## src/hdl/ext_clock_output_pkg.sv

```systemverilog
// Functional notes
// The 25 MHz reference is multiplied by a PLL to a 100 MHz base clock.
// The output clock is the base clock divided by a programmable postscaler.
// Every selectable output frequency has a duty cycle close to fifty percent.
// A four-bit field in control register two bits 11:8 enables and selects output.
// Output and field ignore all resets and power-down modes; only power-on sets them.
// After power-on the output is enabled and runs at 4 MHz.
// Frequency changes are glitch-free; no phase shorter than old or new clock's.
// A new selection takes effect only at a completed output period boundary.
package ext_clock_output_pkg;

    // ------------------------------------------------------------------
    // Clock rates and widths
    // ------------------------------------------------------------------
    localparam int REF_CLOCK_MHZ  = 25;
    localparam int BASE_CLOCK_MHZ = 100;
    localparam int PLL_MULT       = BASE_CLOCK_MHZ / REF_CLOCK_MHZ;
    localparam int SEL_W          = 4;
    localparam int CTRL2_W        = 16;
    localparam int SEL_LSB        = 8;
    localparam int CNT_W          = 7;

    typedef logic [SEL_W-1:0]   sel_type;
    typedef logic [CNT_W-1:0]   cnt_type;
    typedef logic [CTRL2_W-1:0] ctrl2_type;

    // ------------------------------------------------------------------
    // Selection codes and power-on values
    // ------------------------------------------------------------------
    localparam sel_type SEL_OFF   = 4'h0;
    localparam sel_type SEL_RESET = 4'ha;

    // Divide ratio in base clock cycles for each selection code.
    function automatic cnt_type period_of(input sel_type s);
        unique case (s)
            4'h0: period_of = 7'h01;
            4'h1: period_of = 7'h02;
            4'h2: period_of = 7'h03;
            4'h3: period_of = 7'h04;
            4'h4: period_of = 7'h05;
            4'h5: period_of = 7'h08;
            4'h6: period_of = 7'h0a;
            4'h7: period_of = 7'h0c;
            4'h8: period_of = 7'h10;
            4'h9: period_of = 7'h14;
            4'ha: period_of = 7'h19;
            4'hb: period_of = 7'h20;
            4'hc: period_of = 7'h28;
            4'hd: period_of = 7'h32;
            4'he: period_of = 7'h50;
            4'hf: period_of = 7'h64;
        endcase
    endfunction

    // High phase is half the period, rounded up.
    function automatic cnt_type high_of(input sel_type s);
        high_of = CNT_W'((period_of(s) + 7'h01) >> 1);
    endfunction

    function automatic cnt_type low_of(input sel_type s);
        low_of = period_of(s) - high_of(s);
    endfunction

    localparam cnt_type CNT_POR = 7'h18;

endpackage

```

## src/hdl/postscaler_counter.sv

```systemverilog
`timescale 1ns/1ns
module postscaler_counter
    import ext_clock_output_pkg::*;
(
    input  wire logic    clk,
    input  wire logic    por,
    input  wire logic    restart,
    input  wire logic    run,
    input  wire cnt_type period,
    output logic         period_end,
    output cnt_type      cnt_next
);

    cnt_type cnt_reg;

    // ------------------------------------------------------------------
    // Period counter
    // ------------------------------------------------------------------
    assign period_end = run && (cnt_reg == period - 7'h01);
    assign cnt_next   = (restart || !run || period_end) ? 7'h00 : cnt_reg + 7'h01;

    // Power-on parks the count on the last cycle so a full high phase follows.
    always_ff @(posedge clk) begin
        if (por) begin
            cnt_reg <= CNT_POR;
        end else begin
            cnt_reg <= cnt_next;
        end
    end

endmodule // postscaler_counter

```

## src/hdl/clock_output_postscaler.sv

```systemverilog
`timescale 1ns/1ns
module clock_output_postscaler
    import ext_clock_output_pkg::*;
(
    input  wire logic      CLK,
    input  wire logic      RST,
    input  wire logic      POR,
    input  wire logic      CTRL2_WR,
    input  wire ctrl2_type CTRL2_WDATA,
    output sel_type        DIVIDER_SELECT,
    output logic           EXT_CLOCK_OUTPUT
);

    // ------------------------------------------------------------------
    // State
    // ------------------------------------------------------------------
    // CLK is the base clock from the reference multiplier.          // R1
    sel_type sel_reg;
    sel_type pend_reg;
    logic    pend_valid_reg;
    logic    out_reg;

    wire sel_type wr_sel   = CTRL2_WDATA[SEL_LSB +: SEL_W];
    wire logic    sel_off  = (sel_reg == SEL_OFF);
    wire logic    period_end;
    wire cnt_type cnt_next;
    wire logic    apply    = pend_valid_reg && (period_end || sel_off);
    wire sel_type sel_next = apply ? pend_reg : sel_reg;
    wire logic    run_next = (sel_next != SEL_OFF);
    wire logic    out_next = run_next && (cnt_next < high_of(sel_next));

    postscaler_counter u_counter (
        .clk        (CLK),
        .por        (POR),
        .restart    (apply),
        .run        (!sel_off),
        .period     (period_of(sel_reg)),
        .period_end (period_end),
        .cnt_next   (cnt_next)
    );

    // ------------------------------------------------------------------
    // Selection and output; only power-on touches them, never RST.
    // ------------------------------------------------------------------
    always_ff @(posedge CLK) begin
        if (POR) begin
            sel_reg        <= SEL_RESET;
            pend_reg       <= SEL_RESET;
            pend_valid_reg <= 1'b0;
            out_reg        <= 1'b0;
        end else begin
            sel_reg <= sel_next;
            out_reg <= out_next;
            if (CTRL2_WR) begin
                pend_reg       <= wr_sel;
                pend_valid_reg <= 1'b1;
            end else if (apply) begin
                pend_valid_reg <= 1'b0;
            end
        end
    end

    assign DIVIDER_SELECT   = sel_reg;
    assign EXT_CLOCK_OUTPUT = out_reg;

    // ------------------------------------------------------------------
    // Checking helpers
    // ------------------------------------------------------------------
    cnt_type hi_run_reg;
    cnt_type lo_run_reg;
    logic    lo_check_reg;

    always_ff @(posedge CLK) begin
        if (POR) begin
            hi_run_reg   <= 7'h00;
            lo_run_reg   <= 7'h00;
            lo_check_reg <= 1'b0;
        end else begin
            hi_run_reg <= out_reg ? hi_run_reg + 7'h01 : 7'h00;
            lo_run_reg <= out_reg ? 7'h00 : lo_run_reg + 7'h01;
            if (sel_off) begin
                lo_check_reg <= 1'b0;
            end else if (out_reg) begin
                lo_check_reg <= 1'b1;
            end
        end
    end

    // ------------------------------------------------------------------
    // Assertions
    // ------------------------------------------------------------------
    chk_por_default: assert property (@(posedge CLK)
        POR ##1 !POR |-> sel_reg == SEL_RESET && !out_reg ##1 out_reg)
        else $error("power-on did not start the default clock");

    chk_rst_keeps_state: assert property (@(posedge CLK) disable iff (POR)
        RST && !CTRL2_WR && !pend_valid_reg && !period_end && cnt_next != high_of(sel_reg)
            |=> $stable(sel_reg) && $stable(out_reg))
        else $error("device reset disturbed the clock output");

    chk_write_pends: assert property (@(posedge CLK) disable iff (POR)
        CTRL2_WR |=> pend_valid_reg && pend_reg == $past(CTRL2_WDATA[SEL_LSB +: SEL_W]))
        else $error("written selection was not captured");

    chk_off_is_low: assert property (@(posedge CLK) disable iff (POR)
        sel_off |-> !out_reg)
        else $error("output toggles while disabled");

    chk_high_length: assert property (@(posedge CLK) disable iff (POR)
        $fell(out_reg) |-> hi_run_reg == high_of($past(sel_reg)))
        else $error("high phase length wrong");

    chk_low_length: assert property (@(posedge CLK) disable iff (POR)
        $rose(out_reg) && $past(lo_check_reg) && $past(sel_reg) != SEL_OFF
            |-> lo_run_reg == low_of($past(sel_reg, 2)) || lo_run_reg == low_of($past(sel_reg)))
        else $error("low phase length wrong");

    chk_apply_boundary: assert property (@(posedge CLK) disable iff (POR)
        $changed(sel_reg) |-> $past(period_end) || $past(sel_reg) == SEL_OFF)
        else $error("selection changed inside a period");

    chk_new_period_high: assert property (@(posedge CLK) disable iff (POR)
        $changed(sel_reg) && sel_reg != SEL_OFF |-> out_reg)
        else $error("new frequency did not start with a high phase");

    cov_default_run: cover property (@(posedge CLK) disable iff (POR)
        sel_reg == SEL_RESET && $fell(out_reg));

    cov_switch_freq: cover property (@(posedge CLK) disable iff (POR)
        $changed(sel_reg) && $past(sel_reg) != SEL_OFF && sel_reg != SEL_OFF);

    cov_turn_off: cover property (@(posedge CLK) disable iff (POR)
        $changed(sel_reg) && sel_off);

    cov_rst_running: cover property (@(posedge CLK) disable iff (POR)
        RST && out_reg);

endmodule // clock_output_postscaler

```

## config.mk

```make
export PLATFORM = sky130hd
export DESIGN_NAME = clock_output_postscaler
export DESIGN_NICKNAME = d
export VERILOG_FILES = /design/src/hdl/ext_clock_output_pkg.sv /design/src/hdl/postscaler_counter.sv /design/src/hdl/clock_output_postscaler.sv
export SDC_FILE = /design/constraint.sdc
export NUM_CORES = 1
export LEC_CHECK = 0
export BUFFER_PORTS_ARGS = -buffer_cell sky130_fd_sc_hd__clkbuf_2
export CORE_UTILIZATION = 52
export DETAILED_ROUTE_END_ITERATION = 12
export MAX_ROUTING_LAYER = met4
export PLACE_DENSITY = 0.8
export SLEW_MARGIN = 10
export SYNTH_ARGS = -nofsm -noshare
export SYNTH_HDL_FRONTEND = slang
export SYNTH_SLANG_ARGS = --single-unit
```

## constraint.sdc

```tcl
create_clock -name CLK -period 4.03 [get_ports CLK]
set_input_delay 0.403 -clock CLK [delete_from_list [all_inputs] [get_ports CLK]]
set_output_delay 0.403 -clock CLK [all_outputs]
set_load 0.01 [all_outputs]
```

==> results of run 1 <==
how the worst max path moves through the flow:
stage / to / slack [ns] / cells after the start / from
after floorplan: EXT_CLOCK_OUTPUT / 0.03 / 21 / u_counter.period[0]
after global placement: EXT_CLOCK_OUTPUT / -0.25 / 19 / u_counter.period[1]
after detailed placement: EXT_CLOCK_OUTPUT / -0.33 / 19 / u_counter.period[1]
after CTS: EXT_CLOCK_OUTPUT / -0.21 / 18 / u_counter.period[1]
after global routing: EXT_CLOCK_OUTPUT / -0.38 / 21 / u_counter.period[1]
final: EXT_CLOCK_OUTPUT / -0.22 / 21 / u_counter.period[1]
cell usage after synthesis, types with 2 or more instances:
library cell | count | area [um2]
inv_1 | 11 | 41.3
o22ai_1 | 2 | 12.5
nor3_1 | 7 | 35.0
or3_1 | 2 | 12.5
nand3b_1 | 2 | 15.0
a21oi_1 | 3 | 15.0
nand3_1 | 6 | 30.0
buf_6 | 2 | 22.5
a211o_1 | 2 | 17.5
mux2_2 | 2 | 22.5
nor2b_1 | 2 | 12.5
clkbuf_1 | 4 | 15.0
a31oi_1 | 4 | 25.0
dfxtp_1 | 24 | 480
nor2_1 | 22 | 82.6
nand4b_1 | 2 | 17.5
o211ai_1 | 3 | 22.5
ha_1 | 19 | 238
buf_2 | 2 | 10.0
nand2b_1 | 2 | 12.5
o21ai_0 | 9 | 45.0
a211oi_1 | 2 | 15.0
o21ai_1 | 2 | 10.0
nand2_1 | 25 | 93.8
a221o_1 | 2 | 20.0
mux2i_1 | 10 | 100
xnor2_1 | 10 | 87.6
xor2_1 | 8 | 70.1
nand4_1 | 4 | 25.0
and2_1 | 3 | 18.8
layer usage:
| layer | share of wire, % | routed length (um) |
|---|---|---|
| met5 | 0 | 0 |
| met3 | 5.1 | 267 |
| met2 | 49 | 2580 |
| met4 | 3.0 | 156 |
| met1 | 42 | 2210 |
through the flow:
| stage | cell area, um2 | TNS, ns |
|---|---|---|
| floorplan | 1940 | 0 |
| global placement | 2310 | -0.252 |
| detailed placement | 2310 | -0.332 |
| CTS | 2520 | -0.212 |
| global route | 2550 | -0.381 |
| finish | 2550 | -0.224 |
area by class of cell:
| class | instances | area [um2] | area share [%] |
|---|---|---|---|
| Sequential cell | 24 | 483 | 18.9 |
| Tap cell | 46 | 57.6 | 2.26 |
| Inverter | 12 | 47.5 | 1.86 |
| Multi-Input combinational cell | 182 | 1470 | 57.8 |
| Clock buffer | 4 | 55.1 | 2.16 |
| Timing Repair Buffer | 60 | 434 | 17.0 |
power by group:
| part | leakage (nW) | internal [W] | switching, W |
|---|---|---|---|
| clock | 0.0288 | 0.0000870 | 0.0000722 |
| sequential | 0.196 | 0.000284 | 0.0000458 |
| combinational | 0.900 | 0.000577 | 0.000635 |
cells by family after synthesis:
| group | Yosys count | synth area share (%) |
|---|---|---|
| AOI/OAI and AO/OA | 45 | 18.8 |
| xor gates and xnor gates | 19 | 9.38 |
| adders and majority gates | 19 | 12.4 |
| buffers and inverters | 21 | 5.02 |
| DFF | 24 | 25.0 |
| muxes | 13 | 7.17 |
| and+or+nand+nor | 86 | 22.2 |
worst register-to-register path, delay by kind of cell (launching register included):
kind | cells | cell delay [ns]
AO/OA/AOI/OAI | 10 | 2.03
flip-flops | 1 | 0.35
multiplexers | 1 | 0.21
XOR/XNOR | 2 | 0.34
AND/OR/NAND/NOR | 2 | 0.21
buffers and inverters | 3 | 0.31
adder cells (fa/ha/maj) | 3 | 0.71
repair_timing:
action                     in CTS  in global routing
buffers inserted                7                  2
setup endpoints to repair       1                  1
pin swaps                      18                 22
resized for setup              21                  7
==> results.tsv, run 1 <==
stage	metric	value	unit
layout	Synth-to-Final Area Change	32.8	%
logic_synthesis	Yosys warning count	0	
power_and_ir_drop	Pleak	1.13	nW
worst_hold_path	endpoint of the worst hold path	pend_reg[3]	
status	violated checks	setup timing	
timing	count of final hold-check violations	0	
logic_synthesis	Netlist Area Pre-Place	0.00192	mm2
power_and_ir_drop	Design Power	0.00170	W
timing	worst slew pin tran	0.461	ns
floorplanning	die height	62.8	um
timing	max frequency	235	MHz
clock_network	register clock-pin slew on the reported worst setup and hold paths	0.08	ns
clock_network	clk sinks	24	
logic_synthesis	number of flip-flops and latches in the synthesized netlist	24	
logic_synthesis	gate count of the mapped netlist	227	
power_and_ir_drop	IR drop worst, VDD	0.369	mV
route	initial detailed-routing violation count	131	
clock_network	Skew-Pair Late Insertion Delay	0.26	ns
clock_network	Clock Root Buffer	clkbuf_8	
placed_design	worst slack after detailed placement	-0.332	ns
power_and_ir_drop	Pwr Density	667	mW/mm2
worst_setup_path	endpoint arrival time on the critical path	4.42	ns
global_route	global-route wire length before repair	8150	um
worst_setup_path	endpoint of the lowest-slack register-to-register path	EXT_CLOCK_OUTPUT	
worst_setup_path	count of buffering cells on the critical path with inverters included	3	
timing	post-layout worst setup margin	-0.224	ns
logic_synthesis	Synth cell types	59	
floorplanning	I/O pins	25	
worst_hold_path	Hold WC Path Type	input pin to flip-flop	
clock_network	CTS Hold Bufs	0	
worst_setup_path	critical path startpoint category	flip-flop	
global_route	most utilized layer in the global route result	met2	
worst_setup_path	critical-path cell list	inv_2 > ha_4 > buf_6 > xnor3_1 > nand4_1 > a31o_1 > a211oi_4 > o21ai_2 > o2bb2a_4 > ha_4 > o211ai_1 > o31ai_1 > mux2i_1 > buf_4 > o2111a_1 > nand3_2 > xnor2_2 > ha_1 > a211oi_2 > o211ai_1 > a311oi_2	
global_route	largest net degree at the start of global routing	18	
logic_synthesis	primary flip-flop cell chosen by synthesis mapping	dfxtp_1	
worst_setup_path	critical path peak fanout	6	
layout	commonest non-fill, non-tap cell in the layout	buf_4	
global_route	grt ovf	0	
global_route	vias in the first global route	1742	
worst_setup_path	Max stage delay cell, worst path	dfxtp_2	
global_route	number of antenna violations at the first check in global routing	0	
route	average wire per standard cell	15.9	um
layout	leading cell types in the layout, fill and taps excluded	46 x buf_4, 23 x nand2_1, 22 x dfxtp_1, 22 x nor2_1, 13 x ha_1	
placed_design	GP Congestion	0.837	
route	DRC	0	
run	count of maximum capacitance violations	0	
logic_synthesis	synthesized netlist net count	266	
layout	number of diodes	0	
logic_synthesis	post-synthesis average cell area	8.46	um2
worst_setup_path	kind of critical path	flip-flop to flip-flop	
timing	final critical-path share of the clock period	106	%
worst_setup_path	Crit path required time	4.19	ns
timing	max-slew violation count	0	
timing	relative slew slack	69.3	%
floorplanning	Total Die Area	0.00394	mm2
route	length of the first detailed-routing pass in iterations	6	
worst_setup_path	reg-to-reg setup timing slack	-0.22	ns
placed_design	Final HPWL DP	3620	um
worst_setup_path	launch point of the worst reg-to-reg path	u_counter.period[1]	
timing	crit path time final	4.25	ns
clock_network	clock tree from TritonCTS	done	
logic_synthesis	number of synthesized flops with an enable pin	0	
logic_synthesis	share of async-settable or async-resettable flops after synthesis	0	%
global_route	global-route track usage on met2	47.0	%
layout	share of final-layout standard cells stronger than drive strength 1	35.8	%
clock_network	CTS Buffer Depth	2	
route	routed via count	1890	
logic_synthesis	fraction of the yosys area taken by sequential cells	25.0	%
floorplanning	initial core utilization	55.8	%
global_route	M1 GR Usage	33.5	%
floorplanning	Core Footprint	0.00344	mm2
placed_design	input/output buffers	11	
placed_design	post-placement cell count	316	
route	Vias per Instance	5.76	
layout	Nets	322	
worst_setup_path	CP Capture Type	flip-flop	
worst_hold_path	launch instance of the worst min-delay path	CTRL2_WDATA[11]	
worst_setup_path	number of cells on the worst reg-to-reg path	21	
route	antenna-violating nets left	0	
clock_network	number of levels the H-tree was split into	1	
status	run status	finished with violations	
layout	filler cell count	232	
worst_setup_path	dominant delay contributor by cell family on the critical path	compound AO/OA/AOI/OAI gates	
global_route	met3 demand-to-capacity share in global routing	1.82	%
global_route	total routing usage reported by global routing	27.2	%
floorplanning	number of placement rows	21	
worst_setup_path	maximum single-stage delay on the critical path	0.35	ns
layout	Finished Layout Cells	328	
timing	skew final	0.00841	ns
timing	Setup-failing EPs final	1	
clock_network	clock buffers created by TritonCTS	3	
layout	core utilization of the finished layout	74.1	%
timing	final hold slack	0.364	ns
timing	unrepaired setup endpoints after global routing	yes	
worst_hold_path	count of cells along the worst hold path	3	
route	Final Routed Wirelength	5220	um
floorplanning	die boundary width	62.8	um
No activity file was read; power rests on OpenSTA's default activity.
==> inputs of run 2 (changes only) <==
--- a/config.mk
+++ b/config.mk
@@ -10,5 +10,5 @@
 export DETAILED_ROUTE_END_ITERATION = 12
 export MAX_ROUTING_LAYER = met4
-export PLACE_DENSITY = 0.8
+export PLACE_DENSITY = 0.76
 export SLEW_MARGIN = 10
 export SYNTH_ARGS = -nofsm -noshare
==> constraint.sdc (replaced) <==
create_clock -name CLK -period 4.03 [get_ports CLK]
set_input_delay 0.403 -clock CLK [delete_from_list [all_inputs] [get_ports CLK]]
set_output_delay 0.403 -clock CLK [all_outputs]
set_load 0.1 [all_outputs]
==> run 2 against run 1 <==
Against the previous run: the run still ends with setup timing left; clock skew fell by 0.0044 ns; utilization up 1.3 points; sequential share of layout area shrank 0.17 points; global-route usage up 0.22 points; non-clock buffer count unchanged; critical path depth shrank 3; worst setup slack improved by 0.14 ns; first-iteration DRC count up 9.9%; cell count unchanged; combinational power is 12% higher; die area unchanged; total power rose by 9.2%.
==> results.tsv, run 2 (same netlist as run 1, synthesis figures left out) <==
stage	metric	value	unit	change
timing	final critical-path share of the clock period	102	%	-3.5 points
floorplanning	I/O pins	25		unchanged
clock_network	CTS Buffer Depth	2		unchanged
placed_design	input/output buffers	11		unchanged
timing	count of final hold-check violations	0		unchanged
layout	number of diodes	0		unchanged
timing	max-slew violation count	0		unchanged
worst_setup_path	count of buffering cells on the critical path with inverters included	4		+1
route	DRC	0		unchanged
power_and_ir_drop	Design Power	0.00186	W	+9.2%
worst_setup_path	CP dominant cell by count	buf_4		
worst_hold_path	endpoint of the worst hold path	pend_reg[1]		
clock_network	CTS Hold Bufs	0		unchanged
global_route	global-route track usage on met2	43.1	%	-3.9 points
clock_network	clk sinks	24		unchanged
layout	core utilization of the finished layout	75.4	%	+1.3 points
timing	max frequency	243	MHz	+3.5%
timing	relative slew slack	64.4	%	-4.9 points
worst_hold_path	count of cells along the worst hold path	3		unchanged
worst_hold_path	Hold WC Path Type	input pin to flip-flop		
global_route	met3 demand-to-capacity share in global routing	2.92	%	+1.1 points
clock_network	number of levels the H-tree was split into	1		unchanged
layout	filler cell count	232		unchanged
power_and_ir_drop	IR drop worst, VDD	0.323	mV	-12%
placed_design	worst slack after detailed placement	-0.291	ns	+0.0401 ns
worst_setup_path	critical path startpoint category	flip-flop		
worst_setup_path	endpoint arrival time on the critical path	4.28	ns	-0.14 ns
worst_setup_path	launch point of the worst reg-to-reg path	u_counter.period[1]		
route	antenna-violating nets left	0		unchanged
layout	leading cell types in the layout, fill and taps excluded	47 x buf_4, 23 x nand2_1, 21 x nor2_1		
global_route	vias in the first global route	1806		+3.7%
route	length of the first detailed-routing pass in iterations	4		-2
worst_hold_path	launch instance of the worst min-delay path	CTRL2_WDATA[9]		
clock_network	Skew-Pair Late Insertion Delay	0.26	ns	about the same
status	run status	finished with violations		
route	routed via count	1904		+0.74%
clock_network	Clock Root Buffer	clkbuf_8		
global_route	largest net degree at the start of global routing	18		unchanged
worst_setup_path	kind of critical path	flip-flop to flip-flop		
worst_setup_path	CP Capture Type	flip-flop		
layout	share of final-layout standard cells stronger than drive strength 1	38.7	%	+2.8 points
global_route	most utilized layer in the global route result	met2		
route	average wire per standard cell	16.4	um	+3.0%
worst_setup_path	reg-to-reg setup timing slack	-0.08	ns	+0.14 ns
clock_network	register clock-pin slew on the reported worst setup and hold paths	0.08	ns	about the same
floorplanning	number of placement rows	21		unchanged
layout	Synth-to-Final Area Change	35.1	%	
placed_design	Final HPWL DP	3710	um	+2.6%
clock_network	clock tree from TritonCTS	done		
timing	skew final	0.00402	ns	-0.00438 ns
floorplanning	die boundary width	62.8	um	unchanged
route	Final Routed Wirelength	5380	um	+3.0%
worst_setup_path	number of cells on the worst reg-to-reg path	18		-14%
layout	area of the multi-input gates	0.00152	mm2	+3.0%
timing	Setup-failing EPs final	1		unchanged
placed_design	GP Congestion	0.857		+2.4%
worst_setup_path	critical-path cell list	inv_2 > ha_4 > o21bai_1 > a211o_1 > a31o_1 > a211oi_4 > buf_4 > buf_4 > mux2_4 > buf_4 > mux2i_1 > a2111oi_4 > nand3_1 > xnor2_1 > ha_1 > a211oi_2 > o211ai_1 > a311oi_1		
worst_setup_path	maximum single-stage delay on the critical path	0.37	ns	+0.02 ns
global_route	global-route wire length before repair	8270	um	+1.4%
timing	crit path time final	4.11	ns	-0.142 ns
worst_setup_path	Max stage delay cell, worst path	a2111oi_4		
timing	final hold slack	0.354	ns	-0.00959 ns
power_and_ir_drop	Pleak	1.14	nW	+0.94%
run	count of maximum capacitance violations	0		unchanged
clock_network	clock buffers created by TritonCTS	3		unchanged
timing	sum of negative setup slack	-0.0814	ns	+0.142 ns
floorplanning	die height	62.8	um	unchanged
route	Vias per Instance	5.80		+0.74%
timing	post-layout worst setup margin	-0.0814	ns	+0.142 ns
timing	worst slew pin tran	0.519	ns	+0.0581 ns
worst_setup_path	dominant delay contributor by cell family on the critical path	compound AO/OA/AOI/OAI gates		
global_route	grt ovf	0		unchanged
layout	register area	487	um2	+0.78%
route	initial detailed-routing violation count	144		+9.9%
global_route	total routing usage reported by global routing	27.4	%	+0.22 points
timing	unrepaired setup endpoints after global routing	yes		
layout	commonest non-fill, non-tap cell in the layout	buf_4		
global_route	M1 GR Usage	35.1	%	+1.6 points
worst_setup_path	critical path peak fanout	5		-1
layout	Nets	322		unchanged
status	violated checks	setup timing		
worst_setup_path	endpoint of the lowest-slack register-to-register path	EXT_CLOCK_OUTPUT		
power_and_ir_drop	Pwr Density	716	mW/mm2	+7.4%
floorplanning	Core Footprint	0.00344	mm2	unchanged
global_route	number of antenna violations at the first check in global routing	0		unchanged
worst_setup_path	Crit path required time	4.20	ns	about the same
floorplanning	initial core utilization	55.8	%	unchanged
floorplanning	Total Die Area	0.00394	mm2	unchanged
==> run 2: cell types whose count changed in the layout (fill, tap and decap cells not counted), moves of 2 or more <==
cell     before  now
o21ai_2       1    4
dfxtp_2       2    5
inv_1         8    6
o21ai_0       7    5
dfxtp_1      22   19
ha_2          3    1
inv_2         3    5
==> run 2: routing by layer <==
layer / vias up / routed length [um]
met3: 16 / 275
met5: - / 0
met1: 894 / 2370
li1: 919 / -
met4: 0 / 177
met2: 75 / 2560
==> run 2: layout make-up <==
type / count / share of cell area (%)
multi-input combinational: 182 / 58.5
sequential: 24 / 18.8
timing repair buffer: 60 / 16.6
tap: 46 / 2.22
clock buffer: 4 / 2.12
inverter: 12 / 1.83
==> run 2: timing repair <==
| item | 4_1_cts | 5_1_grt |
|---|---|---|
| endpoints found under the setup margin | 1 | 1 |
| resized for setup | 13 | 26 |
| pin swaps | 16 | 26 |
| buffers inserted | 5 | 4 |
| gates cloned | 0 | 0 |
==> run 2: worst reg2reg max path, cell delays in order, from the launching register on <==
cell	delay, ns
dfxtp_2	0.36
inv_2	0.05
ha_4	0.16
o21bai_1	0.15
a211o_1	0.29
a31o_1	0.22
a211oi_4	0.31
buf_4	0.17
buf_4	0.11
mux2_4	0.31
buf_4	0.16
mux2i_1	0.22
a2111oi_4	0.37
nand3_1	0.15
xnor2_1	0.15
ha_1	0.31
a211oi_2	0.18
o211ai_1	0.11
a311oi_1	0.24
==> run 2: how the worst max path moves through the flow <==
stage,startpoint,end,slack [ns],cells past startpoint
detailed placement,u_counter.period[1],EXT_CLOCK_OUTPUT,-0.29,21
CTS,u_counter.period[1],EXT_CLOCK_OUTPUT,-0.11,19
global route,u_counter.period[0],EXT_CLOCK_OUTPUT,-0.26,18
finish,u_counter.period[1],EXT_CLOCK_OUTPUT,-0.08,18
global placement,u_counter.period[1],EXT_CLOCK_OUTPUT,-0.26,19
floorplan,DIVIDER_SELECT[2],EXT_CLOCK_OUTPUT,0.003,16
==> run 2: power by group <==
part / switching (W) / total, W / internal (W)
registers: 0.0000507 / 0.000336 / 0.000285
clock network: 0.0000753 / 0.000162 / 0.0000872
logic: 0.000739 / 0.00136 / 0.000620
total: 0.000865 / 0.00186 / 0.000993
==> run 2: per-stage QoR <==
step | std cells | instance area [um2]
floorplan | 227 | 1940
global placement | 316 | 2310
detailed placement | 316 | 2310
CTS | 325 | 2450
global route | 328 | 2590
finish | 328 | 2590
==> inputs of run 3 (changes only) <==
Settings changed: CORE_UTILIZATION 52 to 58, CTS_CLUSTER_SIZE set to 10, PLACE_DENSITY 0.76 to 0.8.
Clock period 4.03 ns to 4 ns, I/O delays scaled along.
==> run 3 against run 2 <==
Against the previous run: utilization grew 3.1 points; non-clock buffer count shrank 5; highest routed layer unchanged; critical path type unchanged; largest power group unchanged; die area shrank 10%; register-to-register slack lost 0.11 ns; the flow still finishes with violations (setup timing).
==> results.tsv, run 3 (same netlist as run 1, synthesis figures left out) <==
stage	metric	value	unit	change
worst_setup_path	reg-to-reg setup timing slack	-0.19	ns	-0.11 ns
layout	filler cell count	224		-3.4%
timing	worst slew pin tran	0.550	ns	+0.0305 ns
route	Vias per Instance	5.68		-2.1%
worst_setup_path	launch point of the worst reg-to-reg path	u_counter.period[0]		
worst_setup_path	Max stage delay cell, worst path	dfxtp_2		
floorplanning	die height	59.5	um	-5.1%
timing	sum of negative setup slack	-0.191	ns	-0.110 ns
clock_network	register clock-pin slew on the reported worst setup and hold paths	0.12	ns	+0.04 ns
clock_network	Clock Root Buffer	clkbuf_4		
floorplanning	Total Die Area	0.00355	mm2	-10%
power_and_ir_drop	Pleak	1.09	nW	-4.2%
global_route	vias in the first global route	1690		-6.4%
worst_setup_path	kind of critical path	flip-flop to flip-flop		
layout	Synth-to-Final Area Change	26.8	%	
route	initial detailed-routing violation count	150		+4.2%
clock_network	clock buffers created by TritonCTS	3		unchanged
timing	count of final hold-check violations	0		unchanged
worst_setup_path	CP Capture Type	flip-flop		
power_and_ir_drop	IR drop worst, VDD	0.369	mV	+14%
status	run status	finished with violations		
timing	skew final	0.00677	ns	+0.00275 ns
placed_design	input/output buffers	11		unchanged
global_route	total routing usage reported by global routing	30.3	%	+2.9 points
worst_hold_path	launch instance of the worst min-delay path	CTRL2_WDATA[11]		
floorplanning	die boundary width	59.5	um	-5.1%
worst_setup_path	maximum single-stage delay on the critical path	0.36	ns	about the same
placed_design	worst slack after detailed placement	-0.282	ns	+0.00958 ns
route	antenna-violating nets left	0		unchanged
clock_network	Skew-Pair Late Insertion Delay	0.30	ns	+0.04 ns
global_route	global-route wire length before repair	7760	um	-6.2%
layout	commonest non-fill, non-tap cell in the layout	buf_4		
global_route	largest net degree at the start of global routing	18		unchanged
worst_setup_path	critical-path cell list	inv_2 > ha_4 > o21bai_4 > a211o_1 > a31o_1 > a211oi_4 > a21oi_2 > o2bb2a_4 > ha_4 > o211ai_1 > o31ai_1 > mux2i_1 > buf_4 > o2111a_1 > nand3_2 > xnor2_1 > ha_1 > a211oi_2 > o211ai_1 > a311oi_1		
clock_network	clk sinks	24		unchanged
worst_setup_path	Crit path required time	4.20	ns	about the same
layout	share of final-layout standard cells stronger than drive strength 1	33.0	%	-5.7 points
timing	relative slew slack	63.5	%	-0.89 points
clock_network	clock tree from TritonCTS	done		
timing	max frequency	239	MHz	-1.9%
route	length of the first detailed-routing pass in iterations	4		unchanged
worst_setup_path	endpoint arrival time on the critical path	4.39	ns	+0.11 ns
placed_design	Final HPWL DP	3660	um	-1.5%
worst_hold_path	count of cells along the worst hold path	3		unchanged
global_route	grt ovf	0		unchanged
layout	core utilization of the finished layout	78.5	%	+3.1 points
timing	max-slew violation count	0		unchanged
worst_setup_path	critical path startpoint category	flip-flop		
worst_setup_path	critical path peak fanout	6		+1
route	Final Routed Wirelength	4810	um	-11%
worst_hold_path	Hold WC Path Type	input pin to flip-flop		
route	average wire per standard cell	15.0	um	-8.3%
floorplanning	Core Footprint	0.00310	mm2	-9.9%
timing	Setup-failing EPs final	1		unchanged
clock_network	CTS Hold Bufs	0		unchanged
timing	final critical-path share of the clock period	105	%	+2.8 points
power_and_ir_drop	Pwr Density	660	mW/mm2	-7.7%
worst_setup_path	number of cells on the worst reg-to-reg path	20		+2
timing	unrepaired setup endpoints after global routing	yes		
worst_hold_path	endpoint of the worst hold path	pend_reg[3]		
floorplanning	number of placement rows	20		-4.8%
clock_network	number of levels the H-tree was split into	1		unchanged
floorplanning	I/O pins	25		unchanged
layout	number of diodes	0		unchanged
timing	crit path time final	4.19	ns	+0.0801 ns
placed_design	post-placement cell count	314		-0.63%
run	count of maximum capacitance violations	0		unchanged
timing	post-layout worst setup margin	-0.191	ns	-0.110 ns
status	violated checks	setup timing		
worst_setup_path	endpoint of the lowest-slack register-to-register path	EXT_CLOCK_OUTPUT		
layout	Finished Layout Cells	320		-2.4%
floorplanning	initial core utilization	61.9	%	+6.1 points
placed_design	GP Congestion	0.878		+2.4%
global_route	number of antenna violations at the first check in global routing	0		unchanged
worst_setup_path	first element of the critical path	u_counter.period[0]		
layout	leading cell types in the layout, fill and taps excluded	44 x buf_4, 25 x nand2_1, 22 x nor2_1		
clock_network	CTS Buffer Depth	2		unchanged
route	DRC	0		unchanged
route	routed via count	1819		-4.5%
layout	Nets	317		-1.6%
## run 3: cell count changes in the layout (fill, tap and decap cells not counted), sizes merged
| cell | delta |
|---|---|
| clkbuf | -1 |
| buf | -5 |
## run 3: how the worst max path moves through the flow
stage               cells past startpoint  slack, ns               end
floorplan                              20      0.002  EXT_CLOCK_OUTPUT
global placement                       20      -0.22  EXT_CLOCK_OUTPUT
detailed placement                     20      -0.28  EXT_CLOCK_OUTPUT
CTS                                    21      -0.23  EXT_CLOCK_OUTPUT
global route                           20      -0.38  EXT_CLOCK_OUTPUT
finish                                 20      -0.19  EXT_CLOCK_OUTPUT
## run 3: routing by layer
| metal | global-route usage [%] | share of wire [%] | vias to the layer above |
|---|---|---|---|
| li1 | - | - | 906 |
| met1 | 39.5 | 45 | 872 |
| met2 | 48.2 | 50 | 31 |
| met3 | 1.75 | 2.8 | 10 |
| met4 | 14.3 | 2.3 | 0 |
| met5 | - | 0 | - |
## run 3: final cells by class
| class | count | area (um2) | area share [%] |
|---|---|---|---|
| multi-input cells | 182 | 1440 | 59.1 |
| inverters | 12 | 45.0 | 1.85 |
| repair buffers | 55 | 385 | 15.8 |
| flip-flops and latches | 24 | 487 | 20.0 |
| clock buffers | 3 | 22.5 | 0.925 |
| well taps | 44 | 55.1 | 2.26 |
## run 3: critical path: cells and delay by family, from the launching register on
| family | cells | cell delay [ns] |
|---|---|---|
| compound gates | 12 | 2.44 |
| mux | 1 | 0.15 |
| flops | 1 | 0.36 |
| buf+inv | 2 | 0.20 |
| simple gates | 1 | 0.10 |
| xor+xnor | 1 | 0.14 |
| fa+ha+maj | 3 | 0.70 |
## run 3: timing repair
action | in CTS | in global routing
setup buffers | 3 | 0
pin swaps | 12 | 13
resized for setup | 13 | 2
gates cloned | 0 | 0
setup endpoints to repair | 1 | 1
## run 3: power by group
group	internal, W	switching, W
clock	0.0000351	0.0000647
combinational	0.000532	0.000640
sequential	0.000287	0.0000483
## run 3: per-stage QoR
| stage | area [um2] | hold WS [ns] | total power [W] |
|---|---|---|---|
| 2_1_floorplan | 1950 | 0.463 | 0.00110 |
| 3_3_place_gp | 2320 | 0.488 | 0.00141 |
| 3_5_place_dp | 2320 | 0.498 | 0.00143 |
| 4_1_cts | 2420 | 0.301 | 0.00159 |
| 5_1_grt | 2430 | 0.302 | 0.00174 |
| 6_report | 2430 | 0.304 | 0.00161 |
